**config.mk**
```make
export PLATFORM = sky130hd
export DESIGN_NAME = long_addr_alu_ops
export DESIGN_NICKNAME = d
export VERILOG_FILES = /design/src/long_addr_alu_pkg.sv /design/src/long_addr_alu_ops.sv
export SDC_FILE = /design/constraint.sdc
export NUM_CORES = 1
export LEC_CHECK = 0
export ABC_AREA = 1
export BUFFER_PORTS_ARGS = -buffer_cell sky130_fd_sc_hd__buf_4
export CORE_MARGIN = 5
export CORE_UTILIZATION = 55
export CTS_BUF_LIST = sky130_fd_sc_hd__clkbuf_16
export DETAILED_ROUTE_END_ITERATION = 8
export PLACE_DENSITY_LB_ADDON = 0.15
export SLEW_MARGIN = 20
export SYNTH_ARGS = -nofsm -noshare
export SYNTH_HDL_FRONTEND = slang
export SYNTH_SLANG_ARGS = --single-unit
```
**constraint.sdc**
```tcl
create_clock -name sys_clk_i -period 2.2 [get_ports sys_clk_i]
set_clock_uncertainty 0.2 [all_clocks]
set_input_delay 0.33 -clock sys_clk_i [delete_from_list [all_inputs] [get_ports sys_clk_i]]
set_output_delay 0.33 -clock sys_clk_i [all_outputs]
set_load 0.05 [all_outputs]
```
**src/long_addr_alu_pkg.sv**
```systemverilog
// ****************************************
// operation codes and field positions
// ****************************************
package long_addr_alu_pkg;
  typedef enum logic [3:0] {
    OP_NONE,
    OP_STEP_DOWN_TO_WORKING,
    OP_STEP_UP_IN_PLACE,
    OP_STEP_UP_TO_WORKING,
    OP_BYTE_TRANSFER_TO_WORKING,
    OP_BYTE_TRANSFER_TO_MEMORY,
    OP_BITWISE_UNION_TO_WORKING,
    OP_BITWISE_UNION_TO_MEMORY,
    OP_ROTATE_UP_IN_PLACE,
    OP_ROTATE_UP_TO_WORKING,
    OP_ROTATE_UP_VIA_FLAG_IN_PLACE,
    OP_ROTATE_UP_VIA_FLAG_TO_WORKING
  } alu_op_t;
  localparam int BYTE_W = 8;
  localparam int MSB_POS = 7;
  localparam logic [7:0] BYTE_ONE = 8'h01;
  localparam logic [7:0] BYTE_ZERO = 8'h00;
  localparam logic [7:0] WORKING_RESET = 8'h00;
  localparam logic FLAG_RESET = 1'b0;
endpackage : long_addr_alu_pkg

```
**src/long_addr_alu_ops.sv**
```systemverilog
// Contract
// RL1 - step down: working = mem-1, zero flag only
// RL2 - step up in place: mem = mem+1, zero
// RL3 - step up to working: working = mem+1, zero
// RL4 - memory to working copy, no flags
// RL5 - working to memory copy, no flags
// RL6 - working = working OR mem, zero flag
// RL7 - mem = working OR mem, zero flag
// RL8 - rotate mem left in place, no flags
// RL9 - rotate mem left into working, no flags
// RL10 - rotate mem left through carry in place
// RL11 - rotate through carry into working, keep mem
// RL12 - zero flag set iff result is zero
`timescale 1ns/1ps
`default_nettype none
module long_addr_alu_ops
  import long_addr_alu_pkg::*;
(
  // clock and reset
  input wire logic sys_clk_i,
  input wire logic rst_b_i,
  // decoder request
  input wire logic op_valid_i,
  input wire alu_op_t op_i,
  // memory read data
  input wire logic [7:0] mem_rdata_i,
  // memory write port
  output logic mem_we_o,
  output logic [7:0] mem_wdata_o,
  // core state
  output logic [7:0] working_register_o,
  output logic zero_flag_o,
  output logic carry_flag_o
);

  // ****************************************
  // helpers
  // ****************************************
  function automatic logic [7:0] rot_up(input logic [7:0] b, input logic fill);
    rot_up = {b[MSB_POS-1:0], fill};
  endfunction : rot_up

  function automatic logic is_zero(input logic [7:0] b);
    is_zero = (b == BYTE_ZERO);
  endfunction : is_zero

  // ****************************************
  // next state
  // ****************************************
  logic [7:0] working, next_working, mem_wdata, next_mem_wdata;
  logic zero, next_zero, carry, next_carry, mem_we, next_mem_we;
  logic [7:0] res;

  always_comb begin
    next_working = working;
    next_zero = zero;
    next_carry = carry;
    next_mem_we = 1'b0;
    next_mem_wdata = mem_wdata;
    res = BYTE_ZERO;
    if (op_valid_i) begin
      case (op_i)
        OP_STEP_DOWN_TO_WORKING: begin
          res = mem_rdata_i - BYTE_ONE; // RL1
          next_working = res;
          next_zero = is_zero(res); // RL12
        end
        OP_STEP_UP_IN_PLACE: begin
          res = mem_rdata_i + BYTE_ONE; // RL2
          next_mem_we = 1'b1;
          next_mem_wdata = res;
          next_zero = is_zero(res); // RL12
        end
        OP_STEP_UP_TO_WORKING: begin
          res = mem_rdata_i + BYTE_ONE; // RL3
          next_working = res;
          next_zero = is_zero(res);
        end
        OP_BYTE_TRANSFER_TO_WORKING: begin
          next_working = mem_rdata_i; // RL4
        end
        OP_BYTE_TRANSFER_TO_MEMORY: begin
          next_mem_we = 1'b1; // RL5
          next_mem_wdata = working;
        end
        OP_BITWISE_UNION_TO_WORKING: begin
          res = working | mem_rdata_i; // RL6
          next_working = res;
          next_zero = is_zero(res);
        end
        OP_BITWISE_UNION_TO_MEMORY: begin
          res = working | mem_rdata_i; // RL7
          next_mem_we = 1'b1;
          next_mem_wdata = res;
          next_zero = is_zero(res);
        end
        OP_ROTATE_UP_IN_PLACE: begin
          next_mem_we = 1'b1; // RL8
          next_mem_wdata = rot_up(mem_rdata_i, mem_rdata_i[MSB_POS]);
        end
        OP_ROTATE_UP_TO_WORKING: begin
          next_working = rot_up(mem_rdata_i, mem_rdata_i[MSB_POS]); // RL9
        end
        OP_ROTATE_UP_VIA_FLAG_IN_PLACE: begin
          next_mem_we = 1'b1; // RL10
          next_mem_wdata = rot_up(mem_rdata_i, carry);
          next_carry = mem_rdata_i[MSB_POS];
        end
        OP_ROTATE_UP_VIA_FLAG_TO_WORKING: begin
          next_working = rot_up(mem_rdata_i, carry); // RL11
          next_carry = mem_rdata_i[MSB_POS];
        end
        default: begin
          next_working = working;
        end
      endcase
    end
  end

  // ****************************************
  // registers
  // ****************************************
  always_ff @(posedge sys_clk_i or negedge rst_b_i) begin
    if (!rst_b_i) begin
      working <= WORKING_RESET;
      zero <= FLAG_RESET;
      carry <= FLAG_RESET;
      mem_we <= 1'b0;
      mem_wdata <= BYTE_ZERO;
    end else begin
      working <= next_working;
      zero <= next_zero;
      carry <= next_carry;
      mem_we <= next_mem_we;
      mem_wdata <= next_mem_wdata;
    end
  end

  assign working_register_o = working;
  assign zero_flag_o = zero;
  assign carry_flag_o = carry;
  assign mem_we_o = mem_we;
  assign mem_wdata_o = mem_wdata;

  // ****************************************
  // checks
  // ****************************************
  step_down_a: assert property (@(posedge sys_clk_i) disable iff (!rst_b_i) // RL1
    op_valid_i && op_i == OP_STEP_DOWN_TO_WORKING |=> working == $past(mem_rdata_i) - BYTE_ONE
    && !mem_we && carry == $past(carry))
    else $error("step down result wrong");
  step_up_mem_a: assert property (@(posedge sys_clk_i) disable iff (!rst_b_i) // RL2
    op_valid_i && op_i == OP_STEP_UP_IN_PLACE |=> mem_we && $stable(carry)
    && mem_wdata == $past(mem_rdata_i) + BYTE_ONE && working == $past(working))
    else $error("step up in place wrong");
  step_up_work_a: assert property (@(posedge sys_clk_i) disable iff (!rst_b_i) // RL3
    op_valid_i && op_i == OP_STEP_UP_TO_WORKING |=> !mem_we && $stable(carry)
    && working == $past(mem_rdata_i) + BYTE_ONE)
    else $error("step up to working wrong");
  move_in_a: assert property (@(posedge sys_clk_i) disable iff (!rst_b_i) // RL4
    op_valid_i && op_i == OP_BYTE_TRANSFER_TO_WORKING |=> working == $past(mem_rdata_i)
    && $stable(zero) && $stable(carry) && !mem_we)
    else $error("move to working wrong");
  move_out_a: assert property (@(posedge sys_clk_i) disable iff (!rst_b_i) // RL5
    op_valid_i && op_i == OP_BYTE_TRANSFER_TO_MEMORY |=> mem_we
    && mem_wdata == $past(working) && $stable(zero) && $stable(carry))
    else $error("move to memory wrong");
  union_work_a: assert property (@(posedge sys_clk_i) disable iff (!rst_b_i) // RL6
    op_valid_i && op_i == OP_BITWISE_UNION_TO_WORKING |=> working == ($past(working)
    | $past(mem_rdata_i)) && !mem_we)
    else $error("union to working wrong");
  union_mem_a: assert property (@(posedge sys_clk_i) disable iff (!rst_b_i) // RL7
    op_valid_i && op_i == OP_BITWISE_UNION_TO_MEMORY |=> mem_we
    && mem_wdata == ($past(working) | $past(mem_rdata_i)))
    else $error("union to memory wrong");
  rot_mem_a: assert property (@(posedge sys_clk_i) disable iff (!rst_b_i) // RL8
    op_valid_i && op_i == OP_ROTATE_UP_IN_PLACE |=> mem_we
    && mem_wdata == {$past(mem_rdata_i[MSB_POS-1:0]), $past(mem_rdata_i[MSB_POS])}
    && $stable(carry) && $stable(zero) && $stable(working))
    else $error("rotate in place wrong");
  rot_work_a: assert property (@(posedge sys_clk_i) disable iff (!rst_b_i) // RL9
    op_valid_i && op_i == OP_ROTATE_UP_TO_WORKING |=> !mem_we
    && working == {$past(mem_rdata_i[MSB_POS-1:0]), $past(mem_rdata_i[MSB_POS])}
    && $stable(carry) && $stable(zero))
    else $error("rotate to working wrong");
  rotc_mem_a: assert property (@(posedge sys_clk_i) disable iff (!rst_b_i) // RL10
    op_valid_i && op_i == OP_ROTATE_UP_VIA_FLAG_IN_PLACE |=> mem_we
    && mem_wdata == {$past(mem_rdata_i[MSB_POS-1:0]), $past(carry)}
    && carry == $past(mem_rdata_i[MSB_POS]) && $stable(working))
    else $error("rotate via flag in place wrong");
  rotc_work_a: assert property (@(posedge sys_clk_i) disable iff (!rst_b_i) // RL11
    op_valid_i && op_i == OP_ROTATE_UP_VIA_FLAG_TO_WORKING |=> !mem_we
    && working == {$past(mem_rdata_i[MSB_POS-1:0]), $past(carry)}
    && carry == $past(mem_rdata_i[MSB_POS]) && $stable(zero))
    else $error("rotate via flag to working wrong");
  zero_flag_a: assert property (@(posedge sys_clk_i) disable iff (!rst_b_i) // RL12
    op_valid_i && (op_i == OP_STEP_UP_TO_WORKING || op_i == OP_BITWISE_UNION_TO_WORKING
    || op_i == OP_STEP_DOWN_TO_WORKING) |=> zero == (working == BYTE_ZERO))
    else $error("zero flag mismatch");
  zero_mem_a: assert property (@(posedge sys_clk_i) disable iff (!rst_b_i) // RL12
    op_valid_i && (op_i == OP_STEP_UP_IN_PLACE || op_i == OP_BITWISE_UNION_TO_MEMORY)
    |=> zero == (mem_wdata == BYTE_ZERO))
    else $error("zero flag after memory write mismatch");

  // ****************************************
  // flag and state retention
  // ****************************************
  zero_keep_a: assert property (@(posedge sys_clk_i) disable iff (!rst_b_i) // RL12
    op_valid_i && (op_i == OP_BYTE_TRANSFER_TO_WORKING || op_i == OP_BYTE_TRANSFER_TO_MEMORY
    || op_i == OP_ROTATE_UP_IN_PLACE || op_i == OP_ROTATE_UP_TO_WORKING
    || op_i == OP_ROTATE_UP_VIA_FLAG_IN_PLACE || op_i == OP_ROTATE_UP_VIA_FLAG_TO_WORKING)
    |=> $stable(zero))
    else $error("zero flag changed by a non-affecting operation");
  carry_keep_a: assert property (@(posedge sys_clk_i) disable iff (!rst_b_i) // RL4
    op_valid_i && op_i != OP_ROTATE_UP_VIA_FLAG_IN_PLACE
    && op_i != OP_ROTATE_UP_VIA_FLAG_TO_WORKING |=> $stable(carry))
    else $error("carry flag changed by a non-carry operation");
  idle_hold_a: assert property (@(posedge sys_clk_i) disable iff (!rst_b_i)
    !op_valid_i |=> !mem_we && $stable(working) && $stable(mem_wdata)
    && $stable(zero) && $stable(carry))
    else $error("state changed with no request");

endmodule : long_addr_alu_ops
`default_nettype wire

```
**Word-level counts from Yosys, hierarchy flattened**

Cells that the tools add are included.

- Reductions and logical operators: 14
- Add/subtract/negate cells: 2
- Eq/ne operators: 11
- Multiplexer cells: 5
- Bitwise logic cells: 1

Operator list:

| kind | number |
|---|---|
| $pmux 8 s6 | 1 |
| $pmux 8 s5 | 1 |
| $logic_not 8->1 | 3 |
| $eq 4x3->1 const B | 4 |
| $eq 4x4->1 const B | 4 |
| $add 8x1->8 const B | 1 |
| $eq 4x2->1 const B | 2 |
| $or 8x8->8 | 1 |
| $reduce_and 2->1 | 4 |
| $sub 8x1->8 const B | 1 |
| $reduce_bool 6->1 | 1 |
| $reduce_or 2->1 | 3 |
| $reduce_bool 5->1 | 1 |
| $reduce_or 5->1 | 1 |
| $eq 4x1->1 const B | 1 |
| $pmux 1 s3 | 1 |
| $reduce_bool 3->1 | 1 |
| $mux 1 | 2 |

- Output and inout bits: 19
- Input bits: 15
- Word-level logic and storage cells: 38
- Register bits: 19

**Depth between registers and ports, before layout**

- Depth in word-level cells: 4
- Gate-level depth with buffers: 12
- Depth with buffers taken out: 12

**Worst setup path before layout**

OpenSTA, ideal clock, no wires.

- Path kind: reg-to-reg
- Start: register working[0] (netlist: working_register_o[0])
- End: register zero (netlist: zero_flag_o)
- Data arrival time: 1.387 ns
- Path buffers: 0
- Cell stages (with the launch flop): 9
- Slack: 0.541 ns
- Period minus slack after synthesis: 1.659 ns
- Cells stage by stage: dfrtp_1 -> or2_2 -> nor2_1 -> nand3b_1 -> nor2_1 -> nor2_1 -> nand2_1 -> nor2_1 -> nor2_1

- Word-level cells in the longest chain between the ends: 3

RTL lines:

| item | line | source |
|---|---|---|
| start, declared | long_addr_alu_ops.sv:50 | `logic [7:0] working, next_working, mem_wdata, next_mem_wdata;` |
| start signal, assigned | long_addr_alu_ops.sv:131 | `working <= next_working;` |
| $or 8x8->8 | long_addr_alu_ops.sv:87, long_addr_alu_ops.sv:92 |  |
| $logic_not 8->1 | long_addr_alu_ops.sv:44 | `is_zero = (b == BYTE_ZERO);` |
| $pmux 1 s3 | long_addr_alu_ops.sv:62 | `case (op_i)` |
| end signal, assigned | long_addr_alu_ops.sv:132 | `zero <= next_zero;` |
| end, declared | long_addr_alu_ops.sv:51 | `logic zero, next_zero, carry, next_carry, mem_we, next_mem_we;` |

No other way between the ends.
A chain may end at the register's enable or synchronous reset.

**Worst setup path after layout**

- Start: input port mem_rdata_i[0]
- End: register working[4] (netlist: working_register_o[4])

- Word-level cells in the longest chain between the ends: 2
- Elaborated cells between the ends (all ways): 3

RTL lines:

| item | line | source |
|---|---|---|
| start, declared | long_addr_alu_ops.sv:26 | `input wire logic [7:0] mem_rdata_i,` |
| $add 8x1->8 or $sub 8x1->8 (tied branches) | long_addr_alu_ops.sv:75, long_addr_alu_ops.sv:64 |  |
| $pmux 8 s6 * | long_addr_alu_ops.sv:62 |  |

Mark *: on every way between the ends. The rest lies on a longest branch, timed or not.

==> results.toml <==
[outcome]
outcome = "completed"

[synth]
syn_area_um2 = 1740
ys_types = 30
yosysSeqAreaShare = 0.274
avgSynthCellArea_um2 = 6.22
syn-num-nets = 297
synth-seq-cells = 19
yosysWarnings = 0
netlist_instances = 279

[timing]
max_slew.worst_pin.slew_ns = 0.480
holdWs_ns = 0.234
clock.fmax_ghz = 0.563
finalHoldViolCount = 0
slew_viol_final = 0
period_share = 0.808
fin_crit_ns = 1.78
relSlewSlack = 0.679
fin_ws_ns = 0.423
finalSetupViolCount = 0
finalSetupTns_ns = 0
rsz0062_at_grt = "no"

[setup_path]
crit_path_cell_trace = "buf_4 > inv_1 > ha_1 > nand2_1 > o21ai_0 > o21ai_0 > inv_1 > nor2_1 > o21ai_0 > o21ai_0"
worstPathMaxFanout = 9
end_kind = "register"
startpoint_type = "input port"
crit_type = "in2reg"
cp-startpoint = "mem_rdata_i[0]"
reg2reg_from = "working_register_o[0]$_DFFE_PN0P_"
arrival_ns = 1.71
max_stage_delay_ns = 0.22
cp_slowest_cell = "ha_1"
required_ns = 2.13
cpMostUsedCell = "o21ai_0"
critPathTopFamily = "compound AO/OA/AOI/OAI gates"
critPathBufInv = 3

[layout]
syn_to_final_growth_pct = 22.3
fin_area_um2 = 2120
drive_gt1_frac = 0.196
final_util = 0.696
nets = 335
layout_common_cells = "72 x nand2_1, 45 x nor2_1, 37 x buf_4"
final_common_cell = "nand2_1"
nFillCells = 293
num_antenna_cells = 0
layoutNonFillerInstCount = 360

[detailed_routing]
dr.first_iter.drc_count = 329
drc = 0
via_per_inst = 5.83
wl_um = 5720
wl_per_cell_um = 15.9
drt.antenna.violating_nets = 0
drt-pass1-iter-count = 5
vias = 2099

[grt]
grt_overflow = 0
grtUsageTotal = 0.281
grt_start_max_net_pins = 20
grt_pass1_wl_um = 9210
first_global_vias = 1977
antenna_found_initial = 0

[flow_run]
maxCapViolations = 0

[floorplan]
start_util = 0.569
row_count = 20
die_w_um = 66.2
die_height_um = 66.2
die_area_um2 = 4380
io_pins = 34
core_um2 = 3050

[power_and_ir_drop]
irDropWorstVdd_v = 0.000501
p_leak_nw = 1.07
power_mw = 1.64
cellPowerDensity_nw_per_um2 = 774

[clock_tree]
clock-root-buffer = "clkbuf_16"
post_cts_resized = 0
cts_tree = "built"
clk_path_buf_depth = 2
clkSinkCount = 19
cts-htree-levels = 1
clk_transition_reported_paths_ns = 0.06
post_cts_buffers = 0
worstSkewPairLatency_ns = 0.25
cts_made_buffers = 3
cts_hold_buf = 1

[placed_design]
io_buffers = 33
place_congestion = 0.993
pre_cts_ws_ns = 0.190
dp_cells = 355
dp_hpwl_um = 4410
place_area_um2 = 2030

[hold_path]
hold_path.startpoint = "op_valid_i"
hp-class = "in2reg"
## worst paths after layout
kind / slack (ns) / end / cells after the start
min in group asynchronous: 0.30 / zero_flag_o$_DFFE_PN0P_ / 2
worst max register to register: 0.64 / zero_flag_o$_DFFE_PN0P_ / 8
worst min-delay path: 0.23 / carry_flag_o$_DFFE_PN0P_ / 3
worst max-delay path: 0.42 / working_register_o[4]$_DFFE_PN0P_ / 10
max in group asynchronous: 1.30 / mem_wdata_o[3]$_DFFE_PN0P_ / 2
worst min register to register: 0.28 / mem_wdata_o[7]$_DFFE_PN0P_ / 2
## logic make-up (layout without fill, tap and decap cells)
group                    after synthesis  in the layout  share of synthesized area
AND/OR/NAND/NOR                      156            156                      0.386
adder cells (fa/ha/maj)                3              3                     0.0216
flip-flops                            19             19                      0.274
XOR/XNOR                               1              1                    0.00504
AO/OA/AOI/OAI                         59             59                      0.215
buffers and inverters                 41             78                     0.0980
## cell usage after synthesis, drive strengths merged
master,n,area [µm²]
nand2,75,289
dfrtp,19,475
a22oi,3,22.5
o21ai,27,150
clkinv,1,3.75
nor2,49,208
nor3,2,10.0
xor2,1,8.76
a21oi,14,70.1
a31oi,2,27.5
clkbuf,1,3.75
ha,3,37.5
o21bai,1,7.51
buf,4,31.3
nand4,7,43.8
nand3b,1,7.51
nand3,20,100
o211ai,6,58.8
inv,35,131
or2,2,12.5
o22ai,6,37.5
## cell type report
class                           count  area, µm²  share of cell area
Clock buffer                        3       75.1              0.0353
Timing Repair Buffer               38        288               0.135
Clock inverter                      1       5.00             0.00236
Sequential cell                    19        475               0.224
Inverter                           36        135              0.0636
Tap cell                           44       55.1              0.0259
Multi-Input combinational cell    219       1090               0.514
## worst min-delay path, stage by stage
cell     delay, ns
buf_4         0.12
nand3_1       0.10
o21ai_0       0.09
## routing by layer
metal,vias to the layer above,GRT usage,share of wire
met2,146,0.435,0.44
met5,-,0,0
met1,924,0.357,0.39
li1,996,-,-
met4,0,0.162,0.054
met3,33,0.0595,0.12
## power breakdown
part | total (mW) | switching, mW | internal [mW]
Combinational | 0.769 | 0.544 | 0.225
Sequential | 0.493 | 0.0649 | 0.428
Clock | 0.381 | 0.137 | 0.244
## state kept, by name, summed over array words and instances (netlist names)
name and flops:
zero_flag_o 1, mem_wdata_o 8, mem_we_o 1, working_register_o 8
carry_flag_o 1
(Power assumes the default switching activity.)
